## src/core/thermal_fan_defs.svh

```systemverilog
`ifndef THERMAL_FAN_DEFS_SVH
`define THERMAL_FAN_DEFS_SVH

// =====================================================================
// Register map
`define CFG3_ADDR        8'h3F
`define CFG3_EN_BIT      7
`define CFG3_RSVD_HI     6
`define CFG3_RSVD_LO     4
`define CFG3_REV_HI      3
`define CFG3_REV_LO      0

// =====================================================================
// Reset and fixed values
`define CFG3_EN_RESET    1'b1
`define CFG3_RSVD_VALUE  3'h0
`define UNMAPPED_RDATA   8'h00
`define RDATA_RESET      8'h00
// Arbitrary neutral revision code
`define REV_DEFAULT      4'h5

// =====================================================================
// Fan drive
`define FULL_DUTY        8'hFF
`define DUTY_RESET       8'h00

`endif

```

## src/core/fan_cfg_pkg.sv

```systemverilog
package fan_cfg_pkg;

  // =====================================================================
  // Register bank state
  typedef struct packed
  {
    logic       alert_fan_en;
    logic [7:0] rdata;
  } cfg_state_t;

  // =====================================================================
  // Fan drive state
  typedef struct packed
  {
    logic [7:0] duty;
    logic       full;
  } fan_state_t;

  // =====================================================================
  // Source of the fan demand
  typedef enum logic [2:0]
  {
    SRC_NORMAL = 3'b001,
    SRC_SELF   = 3'b010,
    SRC_EXT    = 3'b100
  } fan_src_t;

endpackage

```

## src/core/fan_ctrl_if.sv

```systemverilog
`timescale 1ns/1ns

interface fan_ctrl_if;
  logic       ce;
  logic       alert_fan_en;
  logic       self_drive;
  logic       ext_low;
  logic [7:0] duty_req;
  logic [7:0] duty_out;
  logic       full_speed;

  modport bank
  (
    output ce,
    output alert_fan_en,
    output self_drive,
    output ext_low,
    output duty_req,
    input  duty_out,
    input  full_speed
  );

  modport drive
  (
    input  ce,
    input  alert_fan_en,
    input  self_drive,
    input  ext_low,
    input  duty_req,
    output duty_out,
    output full_speed
  );
endinterface

```

## src/core/fan_override.sv

```systemverilog
`timescale 1ns/1ns
`include "thermal_fan_defs.svh"

module fan_override
  import fan_cfg_pkg::*;
(
  // Clock and reset
  input wire logic  clock,
  input wire logic  reset,
  // Control from the register bank
  fan_ctrl_if.drive fan
);

  fan_state_t s_q;
  fan_state_t s_d;
  fan_src_t   src;

  // =====================================================================
  // Demand selection
  always_comb
  begin
    s_d = s_q;
    src = SRC_NORMAL;
    if (fan.ext_low)
    begin
      src = SRC_EXT;
    end
    else if (fan.self_drive && fan.alert_fan_en)
    begin
      src = SRC_SELF;
    end
    case (src)
      SRC_NORMAL:
      begin
        s_d.duty = fan.duty_req;
        s_d.full = 1'b0;
      end
      SRC_SELF:
      begin
        s_d.duty = `FULL_DUTY;
        s_d.full = 1'b1;
      end
      SRC_EXT:
      begin
        s_d.duty = `FULL_DUTY;
        s_d.full = 1'b1;
      end
      default:
      begin
        s_d.duty = fan.duty_req;
        s_d.full = 1'b0;
      end
    endcase
    if (!fan.ce)
    begin
      s_d = s_q;
    end
  end

  // =====================================================================
  // State register
  always_ff @(posedge clock or posedge reset)
  begin
    if (reset)
    begin
      s_q.duty <= `DUTY_RESET;
      s_q.full <= 1'b0;
    end
    else
    begin
      s_q <= s_d;
    end
  end

  assign fan.duty_out   = s_q.duty;
  assign fan.full_speed = s_q.full;

endmodule

```

## src/core/thermal_override_fan_config.sv

```systemverilog
`timescale 1ns/1ns
`include "thermal_fan_defs.svh"

// Behaviour
// - Enable set and self-driven alert forces full
// - Enable clear: self alert keeps normal duty
// - Enable ignored while line pulled externally
// - External pull forces full fan speed only while our own driver is off
// - Enable bit resets to one
// - Bits 3..0 read-only revision, MSB bit 3
module thermal_override_fan_config
  import fan_cfg_pkg::*;
#(
  parameter logic [3:0] REVISION = `REV_DEFAULT
)
(
  // Clock, reset, enable
  input  wire logic       CLOCK,
  input  wire logic       RESET,
  input  wire logic       CLK_EN,
  // Register access at the device register address
  input  wire logic [7:0] REG_ADDR,
  input  wire logic       REG_WR,
  input  wire logic [7:0] REG_WDATA,
  input  wire logic       REG_RD,
  output wire logic [7:0] REG_RDATA,
  // Over-temperature line, open drain
  input  wire logic       OVER_TEMP_ASSERT,
  input  wire logic       OVER_TEMP_LINE_I,
  output wire logic       OVER_TEMP_LINE_O,
  output wire logic       OVER_TEMP_LINE_OE,
  // Fan drive
  input  wire logic [7:0] DUTY_REQ,
  output wire logic [7:0] FAN_DUTY,
  output wire logic       FAN_FULL_SPEED
);

  localparam logic [2:0] RSVD_VALUE = `CFG3_RSVD_VALUE;

  cfg_state_t c_q;
  cfg_state_t c_d;
  logic       addr_hit;
  logic       wr_take;
  logic       rd_take;
  logic [7:0] cfg_word;
  logic [7:0] wr_mask;
  logic [7:0] fixed_bits;
  logic [7:0] live_bits;
  logic [7:0] next_word;
  logic       line_low;
  logic       self_pull;
  logic       ext_pull;

  fan_ctrl_if fan ();

  // =====================================================================
  // Access decode
  assign addr_hit = (REG_ADDR == `CFG3_ADDR);
  // Nothing is taken while the enable is low
  assign wr_take  = CLK_EN && REG_WR && addr_hit;
  assign rd_take  = CLK_EN && REG_RD;

  // =====================================================================
  // Per-bit field map
  genvar k;
  generate
    for (k = 0; k < 8; k++)
    begin : g_bit
      if (k == `CFG3_EN_BIT)
      begin : g_en
        assign wr_mask[k]    = 1'b1;
        assign fixed_bits[k] = 1'b0;
        assign live_bits[k]  = c_q.alert_fan_en;
      end
      else if (k >= `CFG3_RSVD_LO && k <= `CFG3_RSVD_HI)
      begin : g_rsvd
        assign wr_mask[k]    = 1'b0;
        assign fixed_bits[k] = RSVD_VALUE[k - `CFG3_RSVD_LO];
        assign live_bits[k]  = 1'b0;
      end
      else
      begin : g_rev
        assign wr_mask[k]    = 1'b0;
        assign fixed_bits[k] = REVISION[k - `CFG3_REV_LO];
        assign live_bits[k]  = 1'b0;
      end
    end
  endgenerate

  // =====================================================================
  // Register image
  assign cfg_word  = live_bits | fixed_bits;
  // Masked bits keep their image, so read-only fields ignore writes
  assign next_word = (REG_WDATA & wr_mask) | (cfg_word & ~wr_mask);

  // =====================================================================
  // Register access
  always_comb
  begin
    c_d = c_q;
    if (wr_take)
    begin
      c_d.alert_fan_en = next_word[`CFG3_EN_BIT];
    end
    if (rd_take)
    begin
      // Read sees the value from before a same-cycle write
      c_d.rdata = addr_hit ? cfg_word : `UNMAPPED_RDATA;
    end
  end

  always_ff @(posedge CLOCK or posedge RESET)
  begin
    if (RESET)
    begin
      c_q.alert_fan_en <= `CFG3_EN_RESET;
      c_q.rdata        <= `RDATA_RESET;
    end
    else
    begin
      c_q <= c_d;
    end
  end

  // =====================================================================
  // Over-temperature line
  assign OVER_TEMP_LINE_O  = 1'b0;
  assign OVER_TEMP_LINE_OE = OVER_TEMP_ASSERT;

  assign line_low  = !OVER_TEMP_LINE_I;
  assign self_pull = OVER_TEMP_ASSERT;
  // Low with our driver off means another party pulls it
  assign ext_pull  = line_low && !self_pull;

  // =====================================================================
  // Fan override
  assign fan.ce           = CLK_EN;
  assign fan.alert_fan_en = c_q.alert_fan_en;
  assign fan.self_drive   = self_pull;
  assign fan.ext_low      = ext_pull;
  assign fan.duty_req     = DUTY_REQ;

  fan_override u_override
  (
    .clock (CLOCK),
    .reset (RESET),
    .fan   (fan.drive)
  );

  assign REG_RDATA      = c_q.rdata;
  assign FAN_DUTY       = fan.duty_out;
  assign FAN_FULL_SPEED = fan.full_speed;

endmodule

```

## config.mk

```make
export PLATFORM = sky130hd
export DESIGN_NAME = thermal_override_fan_config
export DESIGN_NICKNAME = d
export VERILOG_FILES = /design/src/core/fan_cfg_pkg.sv /design/src/core/fan_ctrl_if.sv /design/src/core/fan_override.sv /design/src/core/thermal_override_fan_config.sv
export VERILOG_INCLUDE_DIRS = /design/src /design/src/core
export SDC_FILE = /design/constraint.sdc
export NUM_CORES = 1
export LEC_CHECK = 0
export BUFFER_PORTS_ARGS = -buffer_cell sky130_fd_sc_hd__buf_2
export CAP_MARGIN = 20
export CORE_MARGIN = 2
export CORE_UTILIZATION = 32
export DETAILED_ROUTE_END_ITERATION = 10
export GPL_TIMING_DRIVEN = 0
export HOLD_SLACK_MARGIN = 0.08
export PLACE_DENSITY = 0.79
export SYNTH_ARGS = -nofsm -noshare
export SYNTH_HDL_FRONTEND = slang
export SYNTH_SLANG_ARGS = --single-unit
```

## constraint.sdc

```tcl
create_clock -name CLOCK -period 1.2 [get_ports CLOCK]
set_clock_uncertainty 0.2 [all_clocks]
set_input_delay 0.12 -clock CLOCK [delete_from_list [all_inputs] [get_ports CLOCK]]
set_output_delay 0.12 -clock CLOCK [all_outputs]
set_load 0.02 [all_outputs]
```

Word level (Yosys, flattened, before mapping)
Cells that the tools add are included.

Register bits: 18. Output and inout bits: 19. Word-level logic and storage cells: 19.

Eq/ne operators: 3. Multiplexer cells: 4. Reduce and logical (&&, ||, !) cells: 8.

Operator list (count): 2-to-1 mux 9 bit (1); equality test 8 x 6 -> 1 bit (second input constant) (1); 2-to-1 mux 8 bit (1); logical AND 1 bit (5); equality test 3 x 2 -> 1 bit (second input constant) (1); equality test 3 bit (second input constant) (1); 2-to-1 mux 3 bit (1); logical NOT 1 bit (2); 2-to-1 mux 2 bit (1); OR reduction 2 bit (1).

Longest topological paths before layout
Word-level depth: 6. Gate-level depth with buffers: 3.

Cells and area by module
From an unflattened synthesis, not the netlist that was laid out.

Cell total of the unflattened synthesis: 64. Area, all modules: 634.4 µm².

By module, submodules not included: fan_override (area an instance 396.6 µm², instances 1, sequential area each 225.2 µm², cells each 39); thermal_override_fan_config (area an instance 237.7 µm², instances 1, sequential area each 76.3 µm², cells each 25).

Worst setup path before layout
OpenSTA, ideal clock, no wires.

Path kind: register -> register. Start: reg, netlist name fan.alert_fan_en. End: reg u_override.s_q (netlist bit u_override.fan.duty_out[0]). Data required time: 0.935 ns. Library setup time: 0.065 ns. Arrival time: 1.004 ns. Cell stages (with the launch flop): 4. Slack: -0.069 ns. Path buffers: 0. Period minus slack after synthesis: 1.269 ns. Path through: dfstp_2 nor2b_1 o21ai_2 o22a_1.

Word-level cells in the longest chain between the ends: 6.

Ends and longest elaborated chain: logical AND 1 bit (*) (line fan_override.sv:28) `else if (fan.self_drive && fan.alert_fan_en)`; 2-to-1 mux 2 bit (*) (line fan_override.sv:28); 2-to-1 mux 3 bit (*) (line fan_override.sv:24) `if (fan.ext_low)`; equality test 3 x 2 -> 1 bit / equality test 3 bit (equally long branches) (line fan_override.sv:32) `case (src)`; OR reduction 2 bit (no line) (*); 2-to-1 mux 9 bit (*) (line fan_override.sv:32); end: declaration (line fan_override.sv:14) `fan_state_t s_q;`.

Mark *: on every way between the ends. The rest lies on a longest branch, timed or not. A chain may end at the register's enable or synchronous reset.

Worst setup path after layout
Start: reg, netlist name fan.alert_fan_en. End: reg u_override.s_q (netlist bit u_override.fan.duty_out[1]).

Word-level cells in the longest chain between the ends: 6.

Ends and longest elaborated chain (line): logical AND 1 bit (*) (fan_override.sv:28); 2-to-1 mux 2 bit (*) (fan_override.sv:28); 2-to-1 mux 3 bit (*) (fan_override.sv:24); equality test 3 x 2 -> 1 bit / equality test 3 bit (equally long branches) (fan_override.sv:32); OR reduction 2 bit (no line) (*); 2-to-1 mux 9 bit (*) (fan_override.sv:32).

Marked as above.

==> results.cfg <==
[grt]
antenna_found_initial = 0
grt_pass1_wl_um = 2152
grt_overflow = 0
grt_start_max_net_pins = 13
grt_usage_pct = 14.68
grt_pass1_vias = 531

[die]
ios = 50
fp.dieW_um = 46.04
die_h_um = 46.04
start_util_pct = 33.48
coreArea_mm2 = 0.001689
dieArea_mm2 = 0.002120
rows = 15

[worst_setup_path]
r2r_cells = 3
r2r-start = fan.alert_fan_en
end_kind = register
required_ns = 1.21
cpPeakStageDelay_ns = 0.56
r2r_end = u_override.fan.duty_out[1]
slowest_stage = dfstp_2
crit_chain = nor2b_4 > o21ai_2 > o22a_1
rrSetupSlack_ns = -0.03
path_class = reg2reg
critPathArrivalTime_ns = 1.23
cp-start-kind = register
crit_fanout = 4
path_buf_inv = 0
crit_family = flip-flops

[detailed_routing]
via_per_inst = 4.615
route.vias.total = 563
post-route-drc-count = 0
drt_pass1_iterations = 3
wire_per_inst_um = 11.66
first_iter_violations = 4
drt-total-wl_um = 1423
drtAntennaViolNets = 0

[placement]
dpl-instance-area_um2 = 785.8
detailed_place_hpwl_um = 1035
dp_cells = 106
port_buffers = 36
place_congestion = 0.6180

[finish]
fin_util_pct = 56.37
area_growth_pct = 68.36
antenna_cells = 0
final_common_cell = buf_2
final_area_um2 = 952.2
drive_gt1_share_pct = 51.43
final_cell_mix = buf_2, dfrtp_1, dlygate4sd3_1
layout.filler_cells = 153
fin_cells = 122
final_nets = 137

[pwr]
powerDensity_mw_per_mm2 = 1000
finalPower_uw = 952.5
p_leak_nw = 0.4597
ir_drop_v = 0.0007576

[clock_network]
cts_hold_buf = 11
clock_path_buffers = 2
cts_sinks = 12
clk_pin_slew_ns = 0.07
cts_tree = done
clkLatencyLatePin_ns = 0.26
root_buffer = clkbuf_4
htreeDepth = 1
cts_made_buffers = 3

[synth]
syn-cell-area_um2 = 565.5
syn-instance-count = 48
avgSynthCellArea_um2 = 11.78
synthDistinctLibCells = 19
synth_seq_cells = 12
ys_warn_count = 0
ys_seq_area_share_pct = 53.32

[worst_hold_path]
hp-start = CLK_EN
holdPathEnd = REG_RDATA[2]
whs_path_depth = 3
worstHoldPathType = in2reg

[job]
drv_cap = 0

[sta]
worst_slack_ns = -0.02600
grt_setup_unrepaired = yes
post-route-min-period_ns = 1.226
drv_slew = 0
setup_tns_ns = -0.1095
setup_viol = 7
fin_crit_sh_pct = 102.2
hold_viol = 0
fmax_mhz = 815.7

[outcome]
status = complete, but fails checks
violations = setup timing
[tightest hold or removal path, stage by stage]
cell and delay (ns):
buf_2 0.15, nand2_1 0.11, o21ai_1 0.07
[synthesized netlist by cell type]
master | n | area share (%)
o21a_1 | 1 | 1.3
o22a_1 | 8 | 12
o21ai_1 | 2 | 1.8
clkbuf_1 | 1 | 0.66
nand2_2 | 1 | 1.1
or3_1 | 1 | 1.1
nand4_4 | 1 | 3.8
or2_1 | 1 | 1.1
dfstp_2 | 1 | 4.6
nor4_2 | 1 | 2.2
nand2_1 | 4 | 2.7
nand3_1 | 1 | 0.88
buf_4 | 8 | 11
mux2_1 | 1 | 2.0
o21ai_2 | 1 | 1.5
inv_1 | 1 | 0.66
dfrtp_1 | 11 | 49
conb_1 | 1 | 0.66
nor2b_1 | 2 | 2.2
[registers in the layout (all words and copies together), names as in the netlist]
signal and flops:
u_override.fan.duty_out 8, REG_RDATA 2, fan.alert_fan_en 1, u_override.fan.full_speed 1
[layout make-up]
class,instances,area [um2],share of cell area [%]
flip-flops and latches,12,301.5,31.67
multi-input cells,32,239.0,25.10
clock buffers,4,26.28,2.760
repair buffers,48,304.0,31.93
inverters,1,3.754,0.3942
well taps,17,21.27,2.234
plain buffers,8,56.30,5.913
[through the flow]
step | hold slack [ns] | setup slack (ns)
after CTS | 0.006815 | -0.04823
after global placement | -0.05842 | -0.1684
after detailed placement | -0.05157 | -0.1847
after floorplan | -0.2160 | -0.02331
after global routing | 0.05849 | -0.07912
final | 0.02112 | -0.02600
[worst max-delay path by stage]
stage	cells past startpoint	endpoint	startpoint
2_1_floorplan	3	u_override.fan.duty_out[0]	fan.alert_fan_en
3_3_place_gp	3	u_override.fan.full_speed	fan.alert_fan_en
3_5_place_dp	3	u_override.fan.duty_out[5]	fan.alert_fan_en
4_1_cts	3	u_override.fan.duty_out[5]	fan.alert_fan_en
5_1_grt	3	u_override.fan.duty_out[0]	fan.alert_fan_en
6_report	3	u_override.fan.duty_out[1]	fan.alert_fan_en
[power breakdown]
group	switching (mW)	leakage [nW]	internal, mW
Sequential	0.0157	0.133	0.434
Clock	0.126	0.0150	0.128
Combinational	0.129	0.311	0.119
Total	0.271	0.460	0.682
[kinds of logic after synthesis]
group,after synthesis,synth area share [%]
DFF,12,53.32
muxes,1,1.991
and+or+nand+nor,12,15.04
buffers and inverters,10,11.95
AOI/OAI and AO/OA,12,17.04
other,1,0.6631
[metal layers]
metal	GRT usage [%]	part of all wire (%)	vias up	wire (um)
li1	-	-	272	-
met1	16.55	41	267	589
met2	26.39	53	22	761
met3	2.381	4.4	2	63
met4	6.857	0.63	0	9
met5	0	0	-	0
[timing repair]
item,in CTS,in global routing
setup endpoints to repair,10,9
resized for setup,5,0
cloned,1,0
setup buffers,1,0
endpoints found under the hold margin,24,8
pin swaps,2,1
(Power assumes the default switching activity.)
